[config.mk]
export PLATFORM = sky130hd
export DESIGN_NAME = charge_timer_thermistor_control
export DESIGN_NICKNAME = d
export VERILOG_FILES = /design/src/logic/charge_timer_thermistor_control.v /design/src/logic/safety_timer.v
export VERILOG_INCLUDE_DIRS = /design/src /design/src/logic
export SDC_FILE = /design/constraint.sdc
export NUM_CORES = 1
export LEC_CHECK = 0
export BUFFER_PORTS_ARGS = -buffer_cell sky130_fd_sc_hd__buf_2
export CAP_MARGIN = 20
export CORE_ASPECT_RATIO = 1.4
export CORE_MARGIN = 8
export CORE_UTILIZATION = 58
export DETAILED_ROUTE_END_ITERATION = 8
export GPL_ROUTABILITY_DRIVEN = 0
export PLACE_DENSITY_LB_ADDON = 0.12
export SLEW_MARGIN = 5
export SYNTH_ARGS = -nofsm -noshare
export SYNTH_HDL_FRONTEND = slang
export SYNTH_SLANG_ARGS = --single-unit
[constraint.sdc]
create_clock -name clk -period 2.85 [get_ports clk]
set_input_delay 0.1425 -clock clk [delete_from_list [all_inputs] [get_ports clk]]
set_output_delay 0.1425 -clock clk [all_outputs]
set_load 0.03 [all_outputs]
[src/logic/charge_timer_defines.vh]
// constants for the safety timer and thermistor control register
`ifndef CHARGE_TIMER_DEFINES_VH
`define CHARGE_TIMER_DEFINES_VH

// register offset on the register access port
`define CTRL_REG_OFFSET 8'h07

// field positions inside the control register
`define BIT_TIMER_HALFSPEED 7
`define BIT_TIMER_LIMIT_HI 6
`define BIT_TIMER_LIMIT_LO 5
`define BIT_SPARE 4
`define BIT_THERM_ENABLE 3
`define BIT_FAULT_HI 2
`define BIT_FAULT_LO 1
`define BIT_HALF_CURRENT 0

// reset values of the writable fields
`define RST_TIMER_HALFSPEED 1'b0
`define RST_TIMER_LIMIT 2'h0
// the limit field split into the two flops that hold it
`define RST_TIMER_LIMIT_HI 1'b0
`define RST_TIMER_LIMIT_LO 1'b0
`define RST_SPARE 1'b1
`define RST_THERM_ENABLE 1'b1
`define RST_HALF_CURRENT 1'b0

// timer limit encodings
`define LIMIT_27MIN 2'h0
`define LIMIT_6HOUR 2'h1
`define LIMIT_9HOUR 2'h2
`define LIMIT_OFF 2'h3

// fast-charge limits in minutes, and their length in seconds
`define TIME_27MIN_MIN 27
`define TIME_6HOUR_MIN 360
`define TIME_9HOUR_MIN 540
`define SEC_PER_MIN 60
`define SEC_27MIN 16'h0654
`define SEC_6HOUR 16'h5460
`define SEC_9HOUR 16'h7E90

// thermistor fault codes
`define FAULT_NONE 2'h0
`define FAULT_SUSPEND 2'h1
`define FAULT_COOL 2'h2
`define FAULT_WARM 2'h3

// clock rate and the second tick derived from it
`define CLK_HZ 10000000
`define TICKS_PER_SEC (`CLK_HZ)

// charge current: base plus binary weighted steps, in mA; warm-band voltage drop in mV
`define ICHG_BASE_MA 11'h226
`define ICHG_STEP_MA 11'h04B
`define ICHG_DEFAULT_MA 11'h3E8
`define VREG_DROP_MV 8'h8C

`endif

[src/logic/charge_timer_thermistor_control.v]
// safety timer and thermistor control register with charge limits
//
// Notes on behaviour
// slow timer by half in regulation modes
// timer limit field selects 27m/6h/9h/off
// thermistor enable bit, resets to one
// fault 00 normal, 01 suspends charging
// cool band: code 10, half current
// warm band: code 11, voltage minus 140mV
// half current select bit halves current
// programmed current is 550mA plus weighted steps
`include "charge_timer_defines.vh"

// control register layout at its single offset:
//   bit 7     timer half rate enable
//   bits 6:5  fast-charge time limit, 11 switches the timer off
//   bit 4     spare, stored and read back with no function
//   bit 3     thermistor monitor enable
//   bits 2:1  thermistor fault code, read only
//   bit 0     half charge current select
// every other offset reads as zero and ignores writes.
// a write and a read in the same cycle return the old value.
//
// the temperature flags reach the charger controls three clocks after they
// move: two synchroniser stages and the output flop. the fault bits in
// the register follow the same path, so a read agrees with what the
// charger is being told.
//
// limitation: the timer restarts whenever fast charge drops, so a short
// dropout grants a fresh full limit; this keeps the timer simple at the
// cost of some margin.

module charge_timer_thermistor_control #(
    parameter TICKS_PER_SEC = `TICKS_PER_SEC, // shorten in simulation
    parameter WARM_COOL_BANDS = 1             // variant with extra bands
) (
    input wire clk,
    input wire rst_n,
    // register access from the serial interface engine
    input wire [7:0] reg_addr,
    input wire reg_wr,
    input wire [7:0] reg_wdata,
    input wire reg_rd,
    output reg [7:0] reg_rdata,
    // analog status, asynchronous to clk
    input wire thermal_reg_active,
    input wire input_current_limit_active,
    input wire input_voltage_regulation,
    input wire dynamic_path_power_mgmt,
    input wire fast_charge_active,
    input wire temp_below_cold,
    input wire temp_below_cool,
    input wire temp_above_warm,
    input wire temp_above_hot,
    // charge current code from the current register
    input wire [3:0] charge_current_code,
    // controls to the charger
    output reg charge_suspend,
    output reg charge_current_halved,
    output reg [10:0] charge_current_ma,
    output reg vreg_reduce,
    output reg [7:0] vreg_drop_mv,
    output reg safety_timer_expired
);
    // writable register fields
    reg timer_halfspeed_enable;
    reg timer_limit_hi;
    reg timer_limit_lo;
    reg spare_bit;                 // stored, no function
    reg thermistor_monitor_enable;
    reg half_current_select;

    // two-flop synchronisers for the analog flags
    reg [8:0] sync_a;
    reg [8:0] sync_b;
    wire [8:0] async_in;

    // fault decode and timer plumbing
    reg [1:0] next_fault;          // combinational fault code
    reg [1:0] fault_code;          // registered fault code
    // timer control
    wire slow_down;
    wire timer_expired;
    wire reg_hit;
    wire half_now;
    // charge current arithmetic, eleven bits of milliamps
    reg [10:0] full_ma;            // base plus steps
    reg [10:0] next_ma;            // after optional halving

    assign async_in = {thermal_reg_active, input_current_limit_active,
                       input_voltage_regulation, dynamic_path_power_mgmt,
                       fast_charge_active, temp_below_cold,
                       temp_below_cool, temp_above_warm, temp_above_hot};

    // a comparator can change anywhere in the cycle, so each flag passes
    // two flops; only the second stage feeds any logic
    always @(posedge clk or negedge rst_n) begin
        if (!rst_n) begin
            sync_a <= 9'h000;
            sync_b <= 9'h000;
        end else begin
            sync_a <= async_in;
            sync_b <= sync_a;
        end
    end

    assign reg_hit = (reg_addr == `CTRL_REG_OFFSET);

    // register writes; fault bits are read only and ignore writes
    always @(posedge clk or negedge rst_n) begin
        if (!rst_n) begin
            // register defaults
            timer_halfspeed_enable <= `RST_TIMER_HALFSPEED;
            timer_limit_hi <= `RST_TIMER_LIMIT_HI;
            timer_limit_lo <= `RST_TIMER_LIMIT_LO;
            spare_bit <= `RST_SPARE;
            thermistor_monitor_enable <= `RST_THERM_ENABLE;
            half_current_select <= `RST_HALF_CURRENT;
        end else if (reg_wr && reg_hit) begin
            // a whole byte lands at once; the spare bit is kept so the
            // host reads back what it wrote
            timer_halfspeed_enable <= reg_wdata[`BIT_TIMER_HALFSPEED];
            timer_limit_hi <= reg_wdata[`BIT_TIMER_LIMIT_HI];
            timer_limit_lo <= reg_wdata[`BIT_TIMER_LIMIT_LO];
            spare_bit <= reg_wdata[`BIT_SPARE];
            thermistor_monitor_enable <= reg_wdata[`BIT_THERM_ENABLE];
            half_current_select <= reg_wdata[`BIT_HALF_CURRENT];
        end
    end

    // read data registered one cycle after the strobe
    always @(posedge clk or negedge rst_n) begin
        if (!rst_n) begin
            reg_rdata <= 8'h00;
        end else if (reg_rd) begin
            if (reg_hit) begin
                // the fault code is live status, not a stored field
                reg_rdata <= {timer_halfspeed_enable, timer_limit_hi,
                              timer_limit_lo, spare_bit,
                              thermistor_monitor_enable,
                              fault_code, half_current_select};
            end else begin
                // unmapped addresses read as zero
                reg_rdata <= 8'h00;
            end
        end
    end

    // any regulation loop active slows the timer if enabled; with the
    // host flag clear the timer always runs at full rate
    assign slow_down = timer_halfspeed_enable &&
                       (sync_b[8] | sync_b[7] | sync_b[6] | sync_b[5]);

    // the timer sees the synchronised fast-charge level, so it starts two
    // clocks after the charger reports fast charge
    safety_timer #(
        .TICKS_PER_SEC(TICKS_PER_SEC)
    ) u_timer (
        .clk(clk),
        .rst_n(rst_n),
        .charge_active(sync_b[4]),
        .slow_down(slow_down),
        .limit_sel({timer_limit_hi, timer_limit_lo}),
        .expired(timer_expired)
    );

    // fault band decode; hot or cold dominates the softer bands
    // a disabled monitor reports no fault whatever the comparators say,
    // and the softer bands exist only on the variant that has them
    always @* begin
        next_fault = `FAULT_NONE;
        if (!thermistor_monitor_enable) begin
            next_fault = `FAULT_NONE;
        end else if (sync_b[3] || sync_b[0]) begin
            next_fault = `FAULT_SUSPEND;
        end else if (WARM_COOL_BANDS != 0 && sync_b[2]) begin
            next_fault = `FAULT_COOL;
        end else if (WARM_COOL_BANDS != 0 && sync_b[1]) begin
            next_fault = `FAULT_WARM;
        end
    end

    // halving comes from the host bit or the cool band
    assign half_now = half_current_select ||
                      (next_fault == `FAULT_COOL); // see R5

    // programmed current from base and steps, halved when asked;
    // the largest code stays well inside eleven bits, and halving
    // drops the odd milliamp, rounding down
    always @* begin
        full_ma = `ICHG_BASE_MA +
                  (`ICHG_STEP_MA * {7'h00, charge_current_code});
        next_ma = half_now ? {1'b0, full_ma[10:1]} : full_ma;
    end

    // all charger controls leave through flops, so the fault code and
    // every control move on the same edge
    always @(posedge clk or negedge rst_n) begin
        if (!rst_n) begin
            fault_code <= `FAULT_NONE;
            charge_suspend <= 1'b0;
            charge_current_halved <= 1'b0;
            // the current output rests at the default programming
            charge_current_ma <= `ICHG_DEFAULT_MA;
            vreg_reduce <= 1'b0;
            vreg_drop_mv <= 8'h00;
            safety_timer_expired <= 1'b0;
        end else begin
            // halving has two sources; the halved flag does not say which
            fault_code <= next_fault;
            // an expired timer also stops charging
            charge_suspend <= (next_fault == `FAULT_SUSPEND) ||
                              timer_expired;
            charge_current_halved <= half_now;
            charge_current_ma <= next_ma;
            vreg_reduce <= (next_fault == `FAULT_WARM);
            vreg_drop_mv <= (next_fault == `FAULT_WARM) ?
                            `VREG_DROP_MV : 8'h00;
            safety_timer_expired <= timer_expired;
        end
    end
endmodule

[src/logic/safety_timer.v]
// fast-charge safety timer with half-rate option
`include "charge_timer_defines.vh"

module safety_timer #(
    parameter TICKS_PER_SEC = `TICKS_PER_SEC
) (
    input wire clk,
    input wire rst_n,
    input wire charge_active,   // fast charge in progress
    input wire slow_down,       // run at half rate
    input wire [1:0] limit_sel, // time limit select
    output reg expired          // limit reached, held until charge stops or the limit is set off
);
    reg [23:0] prescale;  // counts clocks within one second
    reg half_phase;       // alternates to drop every other second
    reg [15:0] seconds;   // elapsed charge seconds
    reg [15:0] limit_sec; // selected limit
    wire sec_tick;
    wire advance;
    wire run;

    // decode the limit; off leaves the timer idle
    always @* begin
        case (limit_sel)
            `LIMIT_27MIN: limit_sec = `SEC_27MIN;
            `LIMIT_6HOUR: limit_sec = `SEC_6HOUR;
            `LIMIT_9HOUR: limit_sec = `SEC_9HOUR;
            default: limit_sec = 16'hFFFF;
        endcase
    end

    assign run = charge_active && (limit_sel != `LIMIT_OFF);
    assign sec_tick = (prescale == TICKS_PER_SEC - 1);
    // skipping alternate seconds halves the rate while slowed
    assign advance = sec_tick && (!slow_down || half_phase);

    // prescaler, second counter and expiry flag
    always @(posedge clk or negedge rst_n) begin
        if (!rst_n) begin
            prescale <= 24'h000000;
            half_phase <= 1'b0;
            seconds <= 16'h0000;
            expired <= 1'b0;
        end else if (!run) begin
            // a new charge cycle restarts the full limit
            prescale <= 24'h000000;
            half_phase <= 1'b0;
            seconds <= 16'h0000;
            expired <= 1'b0;
        end else begin
            if (sec_tick) begin
                prescale <= 24'h000000;
                half_phase <= ~half_phase;
            end else begin
                prescale <= prescale + 24'h000001;
            end
            if (advance && !expired) begin
                seconds <= seconds + 16'h0001;
            end
            if (seconds >= limit_sec) begin
                expired <= 1'b1;
            end
        end
    end
endmodule

==> impl_metrics.ini, run 1 <==
[outcome]
outcome = finished clean

[global_route]
grt_overflow = 0
grt_pass1_vias = 3847
grt_usage_pct = 19.5
grt_pass1_wl_um = 17800
grt_start_max_net_pins = 46
antenna_found_initial = 0

[worst_hold_path]
hold_path_class = in -> reg
whs_path_depth = 2
min_from = reg_wdata[0]
min_to = half_current_select

[clock_tree]
root_buffer = clkbuf_16
clk_path_buf_depth = 2
clock_latency_ns = 0.33
cts_inserted_buffers = 9
tritoncts = built
htree_levels = 3
clock-sinks = 91
path_clk_slew_ns = 0.06

[power]
cellPowerDensity_mw_per_mm2 = 538
p_int_uw = 2200
p_comb_share_pct = 15.5
peakVddDrop_uv = 434
p_sw_share_pct = 26.3
leakagePower_uw = 0.00260
switching_power_uw = 784
seqPwrFrac_pct = 46.9
clockPowerShare_pct = 37.6

[yosys]
synth_commonest_cells = dfrtp_1 (83), ha_1 (40), nor2_1 (39), nand2_1 (32), inv_1 (29)
yosysMostFrequentCell = dfrtp_1
synth_area_mm2 = 0.00476
yosys_register_bits = 91
ys_warn_count = 0
async_flop_share_pct = 100
synthCells = 465
synth.area.top_cells = dfrtp_1 (44%), ha_1 (11%), dfstp_2 (4.4%)
ys_types = 53
synth_seq_area_share_pct = 48.1
synth_edf_count = 0
yosys_most_used_dff = dfrtp_1
synth_top_cell_by_area = dfrtp_1
syn_avg_cell_area_um2 = 10.2
synth_top_area_share_pct = 43.7

[critical_path]
worstPathRequired_ns = 3.10
cp.arrival_ns = 2.83
crit_fanout = 10
r2r_slack_ns = 0.27
startpoint = u_timer.prescale[0]
reg2reg_from = u_timer.prescale[0]
worst_r2r_path_depth = 7
endpoint_kind = register
reg2reg_to = u_timer.seconds[14]
path_class = reg -> reg
startpoint_type = register

[detailed_routing]
viasPerCell = 5.67
drt_iter0_drc = 126
routed_wl_um = 10300
dr.pass1.iters = 4
num_vias = 3649
wl_per_cell_um = 16.0
drc = 0
drtAntennaViolNets = 0

[timing]
worstMarginPinSlew_ns = 0.616
drv_slew = 0
max_freq_mhz = 388
rsz0062_at_grt = false
final.setup.tns_ns = 0
finClkSkew_ns = 0.00733
max_slew_margin_pct = 58.6
setup_slack_ns = 0.270
finalHoldViolations = 0
post-route-period-util_pct = 90.5
final-setup-viol-count = 0
period_needed_ns = 2.58

[layout]
final_nets = 611
antenna_cells = 0
post-route-util_pct = 68.8
drive_gt1_share_pct = 19.8
area_delta_synth_final_pct = 16.5

[floorplan]
die_y_um = 123
core_area_mm2 = 0.00805
fp.dieW_um = 92.5
ioPinCount = 64
start_util_pct = 59.1
die-area_mm2 = 0.0114
rows = 39

[place]
dp_slack_ns = 0.135
portBuffers = 56
dp_hpwl_um = 7420

[run]
cap_violations = 0
-- cells by family (layout without fill, tap and decap cells) --
group / Yosys count / after routing / synth area share [%]
other: 1 / 5 / 0.0788
xor gates and xnor gates: 29 / 29 / 5.34
DFF: 91 / 91 / 48.1
and+or+nand+nor: 169 / 169 / 18.8
AOI/OAI and AO/OA: 77 / 77 / 10.0
adders and majority gates: 42 / 42 / 11.4
muxes: 8 / 8 / 1.87
buffers and inverters: 48 / 120 / 4.47
-- metal layers --
metal | share of wire, % | vias up | global-route usage, %
met5 | 0 | - | 0
met4 | 1.9 | 0 | 8.70
met3 | 4.9 | 16 | 5.04
met2 | 53 | 88 | 34.9
met1 | 40 | 1782 | 21.2
li1 | - | 1763 | -
-- sequential cells by signal, summed over array words and instances, names as in the netlist, 2 cells and up --
name,flops
u_timer.prescale,24
u_timer.seconds,16
charge_current_ma,11
sync_a,9
sync_b,9
reg_rdata,8
fault_code,2
-- metrics by stage --
| step | total power [uW] | std cells | hold slack, ns | cell area (um2) |
|---|---|---|---|---|
| final | 2980 | 643 | 0.0433 | 5540 |
| after global routing | 3120 | 643 | 0.0322 | 5540 |
| after detailed placement | 1870 | 617 | 0.171 | 5150 |
| after global placement | 1860 | 617 | 0.172 | 5150 |
| after CTS | 3010 | 643 | 0.0331 | 5540 |
| after floorplan | 1720 | 469 | -0.153 | 4770 |
-- worst max-delay path by stage --
stage / endpoint / cells past startpoint
after global placement: u_timer.seconds[3] / 7
after detailed placement: u_timer.seconds[6] / 6
after global routing: u_timer.seconds[14] / 7
final: u_timer.seconds[14] / 7
after floorplan: charge_current_ma[8] / 11
after CTS: u_timer.seconds[6] / 6
-- cell usage in the layout, fill, tap and decap left out, types with 6 or more instances in the layout --
| master | n |
|---|---|
| dfrtp_1 | 83 |
| or4_1 | 6 |
| o21ai_0 | 21 |
| nor2_1 | 39 |
| xor2_1 | 19 |
| buf_4 | 10 |
| xnor2_1 | 10 |
| dlygate4sd3_1 | 10 |
| dfstp_2 | 8 |
| clkbuf_16 | 9 |
| and3_1 | 8 |
| nand2_1 | 32 |
| mux2_2 | 7 |
| inv_1 | 29 |
| nand4_1 | 15 |
| ha_1 | 40 |
| a21oi_1 | 24 |
| buf_2 | 55 |
| nand3_1 | 21 |
| nor3_1 | 10 |
-- repair_timing --
| action | in CTS | in global routing |
|---|---|---|
| setup endpoints to repair | 0 | 6 |
| hold buffers | 10 | 0 |
| hold endpoints to repair | 49 | 0 |
| setup buffers | 0 | 0 |
| resized for setup | 0 | 1 |
-- area by class of cell --
type	count	area (um2)
Clock buffer	13	270
Clock inverter	3	21.3
Fill cell	618	2510
Inverter	29	109
Multi-Input combinational cell	330	2280
Sequential cell	91	2290
Tap cell	102	128
Timing Repair Buffer	75	450
-- critical path, stage by stage, from the launching register on --
cell     delay, ns
dfrtp_1       0.41
ha_1          0.26
nand2_1       0.12
or4_4         0.54
nor4_1        0.33
buf_4         0.24
or4b_1        0.44
a21oi_1       0.15
-- power by group through the flow --
stage	combinational [uW]	clock (uW)	sequential (uW)
2_1_floorplan	216	0	1510
3_3_place_gp	441	0	1420
3_5_place_dp	452	0	1420
4_1_cts	465	1150	1400
5_1_grt	511	1200	1400
6_report	462	1120	1400
(Power assumes the default switching activity.)
==> run 2, diff against run 1 <==
- clock period: 2.85 -> 2.5 ns (I/O delays scaled with it)
==> run 2 against run 1 <==
  * Largest power group unchanged
  * Sequential cell count unchanged
  * Maximum frequency rose by 6.6%
  * Total power up 17%
  * Die area unchanged
  * Clock skew hardly changed
  * Routed wire length shrank 0.66%
  * Utilization grew 2.6 points
==> impl_metrics.ini, run 2 (synthesis gave the netlist of run 1 again) <==
[clock_tree]
root_buffer = clkbuf_16
tritoncts = built
clk_path_buf_depth = 2
clock-sinks = 91
clock_latency_ns = 0.33
cts_inserted_buffers = 9
path_clk_slew_ns = 0.06
htree_levels = 3

[timing]
finClkSkew_ns = 0.00698
worstMarginPinSlew_ns = 0.672
final.setup.tns_ns = 0
post-route-period-util_pct = 96.8
drv_slew = 0
finalHoldViolations = 0
period_needed_ns = 2.42
fin_hold_ws_ns = 0.0227
max_freq_mhz = 413
max_slew_margin_pct = 55.2
final-setup-viol-count = 0

[layout]
final_common_cell = dfrtp_1
post-route-util_pct = 71.5
largest_reg_flops = 24
fin_area_mm2 = 0.00575
fillers = 606
largest-register = u_timer.prescale
top_regs = u_timer.prescale (24), u_timer.seconds (16), charge_current_ma (11)
final_nets = 632
final_cell_mix = dfrtp_1 (83), buf_2 (55), ha_1 (40)
drive_gt1_share_pct = 23.0
area_delta_synth_final_pct = 21.0

[detailed_routing]
drtAntennaViolNets = 0
drc = 0
drt_iter0_drc = 132
routed_wl_um = 10200
wl_per_cell_um = 15.3
viasPerCell = 5.63
num_vias = 3739
dr.pass1.iters = 4

[floorplan]
ioPinCount = 64
die_y_um = 123
rows = 39
fp.dieW_um = 92.5
core_area_mm2 = 0.00805
die-area_mm2 = 0.0114
start_util_pct = 59.1

[run]
cap_violations = 0

[power]
p_sw_share_pct = 25.3
peakVddDrop_uv = 487
clockPowerShare_pct = 38.2
cellPowerDensity_mw_per_mm2 = 607
p_int_uw = 2610
seqPwrFrac_pct = 45.6
leakagePower_uw = 0.00273
power.total_uw = 3490
p_comb_share_pct = 16.3
switching_power_uw = 884

[critical_path]
endpoint_kind = register
cp.arrival_ns = 2.61
worstPathRequired_ns = 2.69
crit_fanout = 9
startpoint_type = register
path_class = reg -> reg

[outcome]
outcome = finished clean

[global_route]
grt_pass1_vias = 3917
met2_usage_pct = 34.3
met3_usage_pct = 5.89
grt_pass1_wl_um = 17700
grt_start_max_net_pins = 53
grt_usage_pct = 19.4
busiest_layer = met2
grt_overflow = 0
met1_usage_pct = 20.5
antenna_found_initial = 1

[place]
placed_cell_area_mm2 = 0.00532
portBuffers = 56
dp_hpwl_um = 7510

[worst_hold_path]
hold_path_class = in -> reg
## run 2: cell count changes in the layout (fill, tap and decap cells not counted), sizes merged
cell / before / now
bufinv: 0 / 1
buf: 65 / 86
clkinv: 2 / 1
diode: 0 / 1
clkinvlp: 1 / 0
## run 2: layer usage
metal  wire length [um]  vias up
li1                   -     1816
met1               4160     1820
met2               5340       83
met3                446       20
met4                245        0
met5                  0        -
## run 2: repair_timing
item / in CTS / in global routing
setup endpoints to repair: 0 / 7
gates resized for setup: 0 / 5
buffers inserted: 0 / 1
hold buffers: 10 / 0
endpoints found under the hold margin: 54 / 0
## run 2: cell type report
type / count / area, um2 / area share [%]
inverter: 29 / 109 / 1.89
tap: 102 / 128 / 2.22
sequential: 91 / 2290 / 39.7
clock inverter: 2 / 35.0 / 0.609
antenna: 1 / 2.50 / 0.0435
multi-input combinational: 330 / 2300 / 40.0
timing repair buffer: 96 / 633 / 11.0
clock buffer: 13 / 260 / 4.52
## run 2: power groups by stage
stage	clock network, uW	registers (uW)	logic [uW]
after floorplan	0	1720	246
after global placement	0	1610	546
after detailed placement	0	1620	559
after CTS	1360	1590	575
after global routing	1420	1600	627
final	1330	1590	568
## run 2: metrics by stage
stage / instances / worst slack [ns]
2_1_floorplan: 469 / 0.0807
3_3_place_gp: 637 / -0.00250
3_5_place_dp: 637 / -0.0408
4_1_cts: 662 / 0.0102
5_1_grt: 664 / -0.0160
6_report: 664 / 0.0798
## run 2: worst paths after layout
path,startpoint,endpoint,slack (ns),cells past startpoint
min,reg_wdata[0],half_current_select,0.02,2
min reg2reg,sync_a[3],sync_b[3],0.34,0
max in group asynchronous,rst_n,charge_current_ma[9],1.42,3
min in group asynchronous,rst_n,charge_current_ma[4],0.37,2
max,u_timer.prescale[0],u_timer.seconds[3],0.08,7
max reg2reg,u_timer.prescale[0],u_timer.seconds[3],0.08,7
## run 2: worst max-delay path, cell delays in order (launching register included)
cell,delay [ns]
dfrtp_1,0.36
ha_1,0.17
nand2_1,0.08
or4_4,0.55
or3_4,0.46
buf_4,0.17
o41ai_1,0.42
a21oi_2,0.09
